**config.mk**
```make
export PLATFORM = sky130hd
export DESIGN_NAME = timer_b_measure_and_cutoff
export DESIGN_NICKNAME = d
export VERILOG_FILES = /design/src/rtl/timer_b_channel.v /design/src/rtl/timer_b_measure_and_cutoff.v
export VERILOG_INCLUDE_DIRS = /design/src /design/src/rtl
export SDC_FILE = /design/constraint.sdc
export NUM_CORES = 1
export LEC_CHECK = 0
export CAP_MARGIN = 0
export CORE_UTILIZATION = 46
export CTS_BUF_LIST = sky130_fd_sc_hd__clkbuf_16
export CTS_CLUSTER_SIZE = 12
export DETAILED_ROUTE_END_ITERATION = 8
export DONT_BUFFER_PORTS = 1
export SYNTH_ARGS = -nofsm -noshare
export SYNTH_HDL_FRONTEND = slang
export SYNTH_SLANG_ARGS = --single-unit
export TNS_END_PERCENT = 5
```
**constraint.sdc**
```tcl
create_clock -name ref_clk -period 3.09 [get_ports ref_clk]
set_input_delay 0.618 -clock ref_clk [delete_from_list [all_inputs] [get_ports ref_clk]]
set_output_delay 0.618 -clock ref_clk [all_outputs]
set_load 0.05 [all_outputs]
```
**src/rtl/timer_b_map.vh**
```
// Purpose: Register map, field positions and constants of the timer group.
// Assumes: 32-bit AXI4-Lite data, byte addresses, one aligned word per register.
// Notes:   Channel n (0 to 2) sits at 0x10 * (n + 1).
`ifndef TIMER_B_MAP_VH
`define TIMER_B_MAP_VH
`define ADDR_W       8
`define DATA_W       32
`define NCH          3
`define CNT_W        16
`define PH_W         6
`define OFF_START    8'h00
`define OFF_INV_CTRL 8'h04
`define OFF_SPECIAL  8'h08
`define OFF_PHASE    8'h0c
`define SUB_MODE     4'h0
`define SUB_CNT      4'h4
`define SUB_IRQ      4'h8
`define TOP_HI       7
`define TOP_LO       6
`define CHF_HI       5
`define CHF_LO       4
`define SUB_HI       3
`define SUB_LO       0
`define MB_OP_HI     1
`define MB_OP_LO     0
`define MB_MEAS0     2
`define MB_MEAS1     3
`define MB_MEAS2     4
`define MB_OVF       5
`define MB_SRC_HI    7
`define MB_SRC_LO    6
`define OP_TIMER     2'h0
`define OP_EVENT     2'h1
`define OP_MEASURE   2'h2
`define EDGE_FALL    2'h0
`define EDGE_RISE    2'h1
`define SRC_DIV1     2'h0
`define SRC_DIV8     2'h1
`define SRC_DIV32    2'h2
`define PRE_W        11
`define PRE_MASK8    11'h007
`define PRE_MASK32   11'h01f
`define PRE_MASK2K   11'h7ff
`define CNT_ONES     16'hffff
`define CNT_ZERO     16'h0000
`define CNT_ONE      16'h0001
`define BIT_TPOE     0
`define BIT_CUTEN    0
`define BIT_TRIPPED  1
`define BIT_IRQ      0
`define BIT_SD_STAT  8
`define MODE_RST     8'h00
`define START_RST    3'h0
`define PHASE_RST    6'h00
`define RESP_OKAY    2'h0
`define RESP_SLVERR  2'h2
`endif

```
**src/rtl/timer_b_channel.v**
```verilog
// Purpose: One 16-bit timer channel: timer, event counter and measurement modes.
// Assumes: tick is a one-cycle pulse of the selected count source.
// Notes:   meas_pin is taken as synchronous to ref_clk.
`timescale 1ns/1ps
`include "timer_b_map.vh"
module timer_b_channel (
  input  wire              ref_clk,
  input  wire              sys_rst,
  input  wire              start,
  input  wire [7:0]        mode,
  input  wire              tick,
  input  wire              meas_pin,
  input  wire              wr_cnt,
  input  wire [15:0]       wr_val,
  input  wire              ovf_clr,
  input  wire              irq_clr,
  output wire [15:0]       rd_val,
  output reg               ovf_flag,
  output reg               irq_flag
);
  reg  [15:0] counter;
  reg  [15:0] reload;
  reg         pin_q;
  reg         first_seen;
  reg         tick_after_ovf;
  wire [1:0]  op   = mode[`MB_OP_HI:`MB_OP_LO];
  wire [1:0]  esel = {mode[`MB_MEAS1], mode[`MB_MEAS0]};
  wire        rise = meas_pin & ~pin_q;
  wire        fall = ~meas_pin & pin_q;
  wire        sel_edge = (esel == `EDGE_FALL) ? fall :
                         (esel == `EDGE_RISE) ? rise : (rise | fall);
  wire        measure = (op == `OP_MEASURE);
  wire        cnt_tick = (op == `OP_EVENT) ? sel_edge : tick;
  wire        reload_now = start & ~measure & cnt_tick & (counter == `CNT_ZERO);
  wire        meas_edge = start & measure & sel_edge;
  wire        ovf_set = start & measure & ~sel_edge & tick & (counter == `CNT_ONES);
  wire        irq_set = reload_now | ovf_set | (meas_edge & first_seen);

  // A read that meets a reload sees all ones; measurement reads the captured value.
  assign rd_val = measure ? reload : (reload_now ? `CNT_ONES : counter);

  ////////////////////////////////////////////////////////////////////////////
  // Counting.
  always @(posedge ref_clk) begin
    if (sys_rst) begin
      counter    <= `CNT_ZERO;
      reload     <= `CNT_ZERO;
      pin_q      <= 1'b0;
      first_seen <= 1'b0;
    end else begin
      pin_q <= meas_pin;
      if (!start)
        first_seen <= 1'b0;
      if (wr_cnt) begin
        reload <= wr_val;
        if (!start)
          counter <= wr_val;
      end
      if (reload_now) begin
        counter <= reload;
      end else if (start & ~measure & cnt_tick) begin
        counter <= counter - `CNT_ONE;
      end else if (meas_edge) begin
        reload     <= counter;
        counter    <= `CNT_ZERO;
        first_seen <= 1'b1;
      end else if (start & measure & tick) begin
        counter <= counter + `CNT_ONE;
      end
    end
  end

  ////////////////////////////////////////////////////////////////////////////
  // Flags; a set in the same cycle as a clear wins.
  always @(posedge ref_clk) begin
    if (sys_rst) begin
      ovf_flag       <= 1'b0;
      tick_after_ovf <= 1'b0;
      irq_flag       <= 1'b0;
    end else begin
      if (ovf_set) begin
        ovf_flag       <= 1'b1;
        tick_after_ovf <= 1'b0;
      end else begin
        if (ovf_flag & start & tick)
          tick_after_ovf <= 1'b1;
        if (ovf_clr & start & tick_after_ovf)
          ovf_flag <= 1'b0;
      end
      if (irq_set)
        irq_flag <= 1'b1;
      else if (irq_clr)
        irq_flag <= 1'b0;
    end
  end
endmodule

```
**src/rtl/timer_b_measure_and_cutoff.v**
```verilog
// Purpose: Three-channel 16-bit timer group with forced three-phase output cutoff.
// Assumes: AXI4-Lite slave, one write and one read outstanding at most.
// Notes:   Phase outputs are released (enable high) whenever output is disabled.
`timescale 1ns/1ps
`include "timer_b_map.vh"
module timer_b_measure_and_cutoff (
  input  wire        ref_clk,
  input  wire        sys_rst,
  input  wire [7:0]  s_axi_awaddr,
  input  wire [2:0]  s_axi_awprot,
  input  wire        s_axi_awvalid,
  output reg         s_axi_awready,
  input  wire [31:0] s_axi_wdata,
  input  wire [3:0]  s_axi_wstrb,
  input  wire        s_axi_wvalid,
  output reg         s_axi_wready,
  output reg  [1:0]  s_axi_bresp,
  output reg         s_axi_bvalid,
  input  wire        s_axi_bready,
  input  wire [7:0]  s_axi_araddr,
  input  wire [2:0]  s_axi_arprot,
  input  wire        s_axi_arvalid,
  output reg         s_axi_arready,
  output reg  [31:0] s_axi_rdata,
  output reg  [1:0]  s_axi_rresp,
  output reg         s_axi_rvalid,
  input  wire        s_axi_rready,
  input  wire [2:0]  meas_pin,
  input  wire        shutdown_input_n,
  output reg  [5:0]  phase_out,
  output reg  [5:0]  phase_oe_n
);

  ////////////////////////////////////////////////////////////////////////////
  // Decode helpers.

  // True when the address lands in one of the three channel windows.
  function is_chan;
    input [7:0] a;
    begin
      is_chan = (a[`TOP_HI:`TOP_LO] == 2'h0) && (a[`CHF_HI:`CHF_LO] != 2'h0);
    end
  endfunction

  // Channel index of a channel-window address.
  function [1:0] chan_of;
    input [7:0] a;
    begin
      chan_of = a[`CHF_HI:`CHF_LO] - 2'h1;
    end
  endfunction

  // Merges the two low byte lanes of a write into a 16-bit value.
  function [15:0] merge16;
    input [15:0] old;
    input [31:0] d;
    input [3:0]  s;
    begin
      merge16 = {s[1] ? d[15:8] : old[15:8], s[0] ? d[7:0] : old[7:0]};
    end
  endfunction

  // Count-source pulse chosen by the source-select field.
  function pick_tick;
    input [1:0]  sel;
    input [10:0] pre;
    begin
      case (sel)
        `SRC_DIV1:  pick_tick = 1'b1;
        `SRC_DIV8:  pick_tick = ((pre & `PRE_MASK8) == `PRE_MASK8);
        `SRC_DIV32: pick_tick = ((pre & `PRE_MASK32) == `PRE_MASK32);
        default:    pick_tick = (pre == `PRE_MASK2K);
      endcase
    end
  endfunction

  ////////////////////////////////////////////////////////////////////////////
  // State.
  reg  [7:0]  aw_addr;
  reg         aw_got;
  reg  [31:0] w_data;
  reg  [3:0]  w_strb;
  reg         w_got;
  reg  [7:0]  ar_addr;
  reg         rd_pend;
  reg  [2:0]  start;
  reg  [7:0]  mode [0:2];
  reg         tpoe;
  reg         cut_en;
  reg         tripped;
  reg  [5:0]  phase_level;
  reg  [10:0] prescale;
  reg         next_tpoe;
  reg         next_tripped;
  reg  [2:0]  wr_cnt;
  reg  [2:0]  ovf_clr;
  reg  [2:0]  irq_clr;
  reg         wr_hit;
  reg  [31:0] rd_word;
  reg         rd_hit;
  wire [15:0] rd_val [0:2];
  wire [2:0]  ovf_flag;
  wire [2:0]  irq_flag;
  wire        do_wr = aw_got & w_got & ~s_axi_bvalid;
  wire [1:0]  wch   = chan_of(aw_addr);
  wire [1:0]  rch   = chan_of(ar_addr);
  wire [3:0]  wsub  = aw_addr[`SUB_HI:`SUB_LO];
  wire [3:0]  rsub  = ar_addr[`SUB_HI:`SUB_LO];
  wire        sd_low = ~shutdown_input_n;
  wire        cut_cond = cut_en & ~tripped & tpoe & sd_low;

  ////////////////////////////////////////////////////////////////////////////
  // Channels.
  genvar g;
  generate
    for (g = 0; g < `NCH; g = g + 1) begin : chan
      timer_b_channel u_chan (
        .ref_clk  (ref_clk),
        .sys_rst  (sys_rst),
        .start    (start[g]),
        .mode     (mode[g]),
        .tick     (pick_tick(mode[g][`MB_SRC_HI:`MB_SRC_LO], prescale)),
        .meas_pin (meas_pin[g]),
        .wr_cnt   (wr_cnt[g]),
        .wr_val   (merge16(rd_val[g], w_data, w_strb)),
        .ovf_clr  (ovf_clr[g]),
        .irq_clr  (irq_clr[g]),
        .rd_val   (rd_val[g]),
        .ovf_flag (ovf_flag[g]),
        .irq_flag (irq_flag[g])
      );
    end
  endgenerate

  ////////////////////////////////////////////////////////////////////////////
  // Write decode and per-channel strobes.
  always @* begin
    wr_cnt  = 3'h0;
    ovf_clr = 3'h0;
    irq_clr = 3'h0;
    wr_hit  = 1'b0;
    if (is_chan(aw_addr)) begin
      case (wsub)
        `SUB_MODE: wr_hit = 1'b1;
        `SUB_CNT: begin
          wr_hit      = 1'b1;
          wr_cnt[wch] = do_wr;
        end
        `SUB_IRQ: begin
          wr_hit       = 1'b1;
          irq_clr[wch] = do_wr & w_strb[0] & ~w_data[`BIT_IRQ];
        end
        default: wr_hit = 1'b0;
      endcase
      // While running only an overflow clear with MB_MEAS2 written 0 and the other fields unchanged acts.
      if (wsub == `SUB_MODE && start[wch] && w_strb[0] && !w_data[`MB_OVF] &&
          !w_data[`MB_MEAS2] &&
          w_data[`MB_SRC_HI:`MB_SRC_LO] == mode[wch][`MB_SRC_HI:`MB_SRC_LO] &&
          w_data[`MB_MEAS1:`MB_OP_LO] == mode[wch][`MB_MEAS1:`MB_OP_LO])
        ovf_clr[wch] = do_wr;
    end else begin
      case (aw_addr)
        `OFF_START:    wr_hit = 1'b1;
        `OFF_INV_CTRL: wr_hit = 1'b1;
        `OFF_SPECIAL:  wr_hit = 1'b1;
        `OFF_PHASE:    wr_hit = 1'b1;
        default:       wr_hit = 1'b0;
      endcase
    end
  end

  ////////////////////////////////////////////////////////////////////////////
  // Output enable and cutoff.
  always @* begin
    next_tpoe    = tpoe;
    next_tripped = tripped;
    if (do_wr && aw_addr == `OFF_INV_CTRL && w_strb[0]) begin
      if (!(w_data[`BIT_TPOE] && sd_low))
        next_tpoe = w_data[`BIT_TPOE];
    end
    if (do_wr && aw_addr == `OFF_SPECIAL && w_strb[0] && !w_data[`BIT_CUTEN])
      next_tripped = 1'b0;
    if (cut_cond) begin
      next_tpoe    = 1'b0;
      next_tripped = 1'b1;
    end
  end

  ////////////////////////////////////////////////////////////////////////////
  // Software-visible registers.
  integer i;
  always @(posedge ref_clk) begin
    if (sys_rst) begin
      start       <= `START_RST;
      tpoe        <= 1'b0;
      cut_en      <= 1'b0;
      tripped     <= 1'b0;
      phase_level <= `PHASE_RST;
      prescale    <= {`PRE_W{1'b0}};
      phase_out   <= `PHASE_RST;
      phase_oe_n  <= {`PH_W{1'b1}};
      for (i = 0; i < `NCH; i = i + 1)
        mode[i] <= `MODE_RST;
    end else begin
      prescale   <= prescale + {{(`PRE_W - 1){1'b0}}, 1'b1};
      tpoe       <= next_tpoe;
      tripped    <= next_tripped;
      phase_out  <= phase_level;
      phase_oe_n <= {`PH_W{~next_tpoe}};
      if (do_wr && w_strb[0]) begin
        case (aw_addr)
          `OFF_START:   start <= w_data[`NCH-1:0];
          `OFF_SPECIAL: cut_en <= w_data[`BIT_CUTEN];
          `OFF_PHASE:   phase_level <= w_data[`PH_W-1:0];
          default:      start <= start;
        endcase
        if (is_chan(aw_addr) && wsub == `SUB_MODE && !start[wch])
          mode[wch] <= w_data[7:0];
      end
    end
  end

  ////////////////////////////////////////////////////////////////////////////
  // AXI4-Lite write channels.
  always @(posedge ref_clk) begin
    if (sys_rst) begin
      s_axi_awready <= 1'b0;
      s_axi_wready  <= 1'b0;
      s_axi_bvalid  <= 1'b0;
      s_axi_bresp   <= `RESP_OKAY;
      aw_got        <= 1'b0;
      w_got         <= 1'b0;
      aw_addr       <= 8'h00;
      w_data        <= 32'h00000000;
      w_strb        <= 4'h0;
    end else begin
      if (s_axi_awvalid && s_axi_awready) begin
        aw_addr       <= s_axi_awaddr;
        aw_got        <= 1'b1;
        s_axi_awready <= 1'b0;
      end else if (!aw_got && !s_axi_bvalid) begin
        s_axi_awready <= 1'b1;
      end
      if (s_axi_wvalid && s_axi_wready) begin
        w_data       <= s_axi_wdata;
        w_strb       <= s_axi_wstrb;
        w_got        <= 1'b1;
        s_axi_wready <= 1'b0;
      end else if (!w_got && !s_axi_bvalid) begin
        s_axi_wready <= 1'b1;
      end
      if (do_wr) begin
        aw_got       <= 1'b0;
        w_got        <= 1'b0;
        s_axi_bvalid <= 1'b1;
        s_axi_bresp  <= wr_hit ? `RESP_OKAY : `RESP_SLVERR;
      end else if (s_axi_bvalid && s_axi_bready) begin
        s_axi_bvalid <= 1'b0;
      end
    end
  end

  ////////////////////////////////////////////////////////////////////////////
  // Read decode.
  always @* begin
    rd_word = 32'h00000000;
    rd_hit  = 1'b1;
    if (is_chan(ar_addr)) begin
      case (rsub)
        `SUB_MODE: begin
          rd_word[7:0]       = mode[rch];
          rd_word[`MB_OVF]   = ovf_flag[rch];
        end
        `SUB_CNT:  rd_word[`CNT_W-1:0] = rd_val[rch];
        `SUB_IRQ:  rd_word[`BIT_IRQ] = irq_flag[rch];
        default:   rd_hit = 1'b0;
      endcase
    end else begin
      case (ar_addr)
        `OFF_START:    rd_word[`NCH-1:0] = start;
        `OFF_INV_CTRL: rd_word[`BIT_TPOE] = tpoe;
        `OFF_SPECIAL: begin
          rd_word[`BIT_CUTEN]   = cut_en;
          rd_word[`BIT_TRIPPED] = tripped;
        end
        `OFF_PHASE: begin
          rd_word[`PH_W-1:0]    = phase_level;
          rd_word[`BIT_SD_STAT] = shutdown_input_n;
        end
        default: rd_hit = 1'b0;
      endcase
    end
  end

  ////////////////////////////////////////////////////////////////////////////
  // AXI4-Lite read channels.
  always @(posedge ref_clk) begin
    if (sys_rst) begin
      s_axi_arready <= 1'b0;
      s_axi_rvalid  <= 1'b0;
      s_axi_rdata   <= 32'h00000000;
      s_axi_rresp   <= `RESP_OKAY;
      ar_addr       <= 8'h00;
      rd_pend       <= 1'b0;
    end else begin
      if (s_axi_arvalid && s_axi_arready) begin
        ar_addr       <= s_axi_araddr;
        rd_pend       <= 1'b1;
        s_axi_arready <= 1'b0;
      end else if (!rd_pend && !s_axi_rvalid) begin
        s_axi_arready <= 1'b1;
      end
      if (rd_pend) begin
        rd_pend      <= 1'b0;
        s_axi_rvalid <= 1'b1;
        s_axi_rdata  <= rd_word;
        s_axi_rresp  <= rd_hit ? `RESP_OKAY : `RESP_SLVERR;
      end else if (s_axi_rvalid && s_axi_rready) begin
        s_axi_rvalid <= 1'b0;
      end
    end
  end
endmodule

```
==> run summary <==
Status: finished, final reports clean
Starting Density: 46.8%
# clock sinks: 229
Worst path required time: 3.59 ns
Final wirelength: 54700 um
Synth Area per Inst: 7.70 um^2
Ys async rst share: 0%
# IOs: 122
Reg2reg end: chan[0].u_chan.reload[9]
Endpoints failing setup: 0
Reg clk slew, reported paths: 0.06 ns
Count of cell types in the netlist: 89
Remaining Overflow, GRT: 0
Final Util: 53.9%
Most frequent cells in the layout: nand2_1 (204), dfxtp_1 (200), nor2_1 (192), buf_4 (175), a21oi_1 (127)
Synth Warn #: 0
Crit path max fanout: 7
Hold slack: 0.140 ns
FF-to-FF Start: prescale[0]
WP data arrival: 3.45 ns
Crit share post-route: 95.6%
CTS tree: done
Most used cell, CP: buf_4
Seq/Total Area, Yosys: 34.0%
Die X: 178 um
Worst R2R Path Depth: 12
Area Growth Syn to Fin: 15.2%
Row cnt: 64
Die H: 178 um
Predominant post-synthesis flop cell: dfxtp_1
Number of enable flip-flop cells after synthesis: 28
Slowest cell on the critical path: nor4_1
Vias in the first global route: 13.9k
Post-DP HPWL: 39500 um
Synthesized area: 14300 um^2
Minimum clock period after layout: 2.95 ns
Die footprint: 31800 um^2
Cell count after synthesis: 1857
Max-slew headroom: 41.6%
Placed cell area: 15500 um^2
Fmax: 0.339 GHz
Remaining DRCs: 0
Total vias in the final route: 14.9k
Worst Setup Slack, final: 0.137 ns
Crit path from: prescale[0]
Worst-Skew Late Latency: 0.58 ns
H-tree Lvls: 1
CP cell instances: ha_1, nand3_1, buf_4, nor4_1, o21ai_2, a211oi_2, buf_4, buf_4, nor3_1, o311ai_0, o211ai_1, a21oi_1
Root Buffer Master: clkbuf_16
CTS Buf Count: 28
Critical path type: reg -> reg
P per Cell Area: 416 nW/um^2
Vias per cell: 6.41
Cts hold-fix bufs: 0
CP Capture Point: chan[0].u_chan.reload[9]
Clock skew: 0.0174 ns
TritonRoute pass-1 iters: 6
Post-Place Setup Slack: -0.0572 ns
Actual slew at the worst max-slew pin: 0.876 ns
ANT nets after route: 0
Lkg Pwr: 6.14 nW
Register area: 4870 um^2
Core area: 30600 um^2
GRT Total Usage: 34.2%
Reg2reg setup slack: 0.14 ns
Maxcap violations: 0
Gpl congestion: 0.970
Bufs on Longest Clock Path: 3
Final net count: 1999
Most common cell after layout, fill and taps aside: nand2_1
Final instance area: 16500 um^2
Critical path endpoint category: flop
Wire per inst: 23.6 um
Synth Register Bits: 229
CP max stage delay: 0.46 ns
Layout cells sized above 1: 14.4%
RSZ-0062 raised after global routing: true
HP Class: in -> reg
Final hold viol count: 0
Largest net degree at the start of global routing: 204
First-pass GRT wire length: 82800 um
Number of port buffers: 0
CP Launch Type: flop
Fill cells: 2904
First DRT Iteration DRCs: 1813
VDD IR max: 0.000415 V
Max Slew Vio Count: 0
Area of the multi-input gates: 8710 um^2
Antenna violations before repair: 1
stage by stage:
step | instances | TNS, ns | power (W)
detailed placement | 2273 | -0.158 | 0.00372
CTS | 2321 | 0 | 0.00686
global route | 2323 | -0.0239 | 0.00705
finish | 2324 | 0 | 0.00686
floorplan | 1874 | 0 | 0.00360
global placement | 2273 | -0.0501 | 0.00371
how the worst min path moves through the flow:
stage,startpoint,endpoint,slack [ns],depth (start not counted)
after floorplan,w_data[1],mode[3][1],0.41,0
after global placement,prescale[0],prescale[0],0.44,1
after detailed placement,w_data[8],w_data[8],0.45,2
after CTS,sys_rst,chan[2].u_chan.pin_q,0.14,1
after global routing,sys_rst,chan[1].u_chan.counter[1],0.13,1
final,sys_rst,chan[1].u_chan.counter[1],0.14,1
critical path, delay by kind of cell, from the launching register on:
family / cells / cell delay [ns]
compound gates: 5 / 1.07
flops: 1 / 0.37
simple gates: 3 / 0.67
fa+ha+maj: 1 / 0.18
buf+inv: 3 / 0.58
state kept, by name, indices dropped and copies added, names as in the netlist, 3 cells and up:
name / cells
chan.u_chan.irq_flag: 3
chan.u_chan.first_seen: 3
phase_level: 6
s_axi_rdata: 16
chan.u_chan.ovf_flag: 3
w_data: 16
chan.u_chan.pin_q: 3
start: 3
chan.u_chan.reload: 48
phase_out: 6
ar_addr: 8
chan.u_chan.tick_after_ovf: 3
mode: 28
prescale: 11
aw_addr: 8
chan.u_chan.counter: 48
report_power, final:
part / internal [W] / switching [W] / total (W)
Sequential: 0.00306 / 0.000109 / 0.00317
Combinational: 0.000173 / 0.000330 / 0.000503
Clock: 0.00181 / 0.00138 / 0.00319
Total: 0.00504 / 0.00182 / 0.00686
layer usage:
layer  GRT usage (%)  wire [um]  vias up
li1                -          -     6870
met1            45.9      22500     7058
met2            52.7      24100      830
met3            7.31       5760      132
met4            14.4       2430        0
met5               0          0        -
area by class of cell:
cell class | instances | share of cell area (%)
clock buffer | 28 | 4.25
clock inverter | 20 | 1.03
antenna | 1 | 0.0152
tap | 396 | 3.01
sequential | 229 | 29.5
inverter | 40 | 0.911
multi-input combinational | 1431 | 52.9
timing repair buffer | 179 | 8.40
synthesized netlist by cell type, types with 13 or more instances:
cell type	instances	area [um^2]
clkbuf_1	136	510
o31ai_1	27	203
and2_1	15	93.8
edfxtp_1	28	841
nor2b_1	27	169
a21oi_1	129	646
o21ai_0	109	546
o211ai_1	21	158
o22ai_1	47	294
and3_1	36	225
a22oi_1	29	218
inv_1	39	146
nor3_1	82	410
a21o_1	21	158
xnor2_1	31	272
nand2b_1	24	150
mux4_2	13	293
nand4_1	15	93.8
nand3_1	66	330
nor2_1	192	721
nor4_1	14	87.6
dfxtp_1	201	4020
mux2i_1	26	260
or3_1	18	113
a31oi_1	17	106
a211oi_1	26	195
buf_4	23	173
o221ai_1	13	114
nand2_1	205	769
xor2_1	26	228
ha_1	21	263
repair_timing:
action | in CTS | in global routing
endpoints found under the setup margin | 9 | 53
resized for setup | 5 | 21
pin swaps | 2 | 6
setup buffers | 0 | 2
cell families after synthesis:
kind of cell    Yosys count  share of synthesized area [%]
buf+inv                 214                           6.30
flops                   229                           34.0
fa+ha+maj                22                           1.91
compound gates          552                           25.4
xor+xnor                 57                           3.49
simple gates            739                           24.6
other cells               1                         0.0262
mux                      43                           4.18
Power figures use the tool's default switching activity.
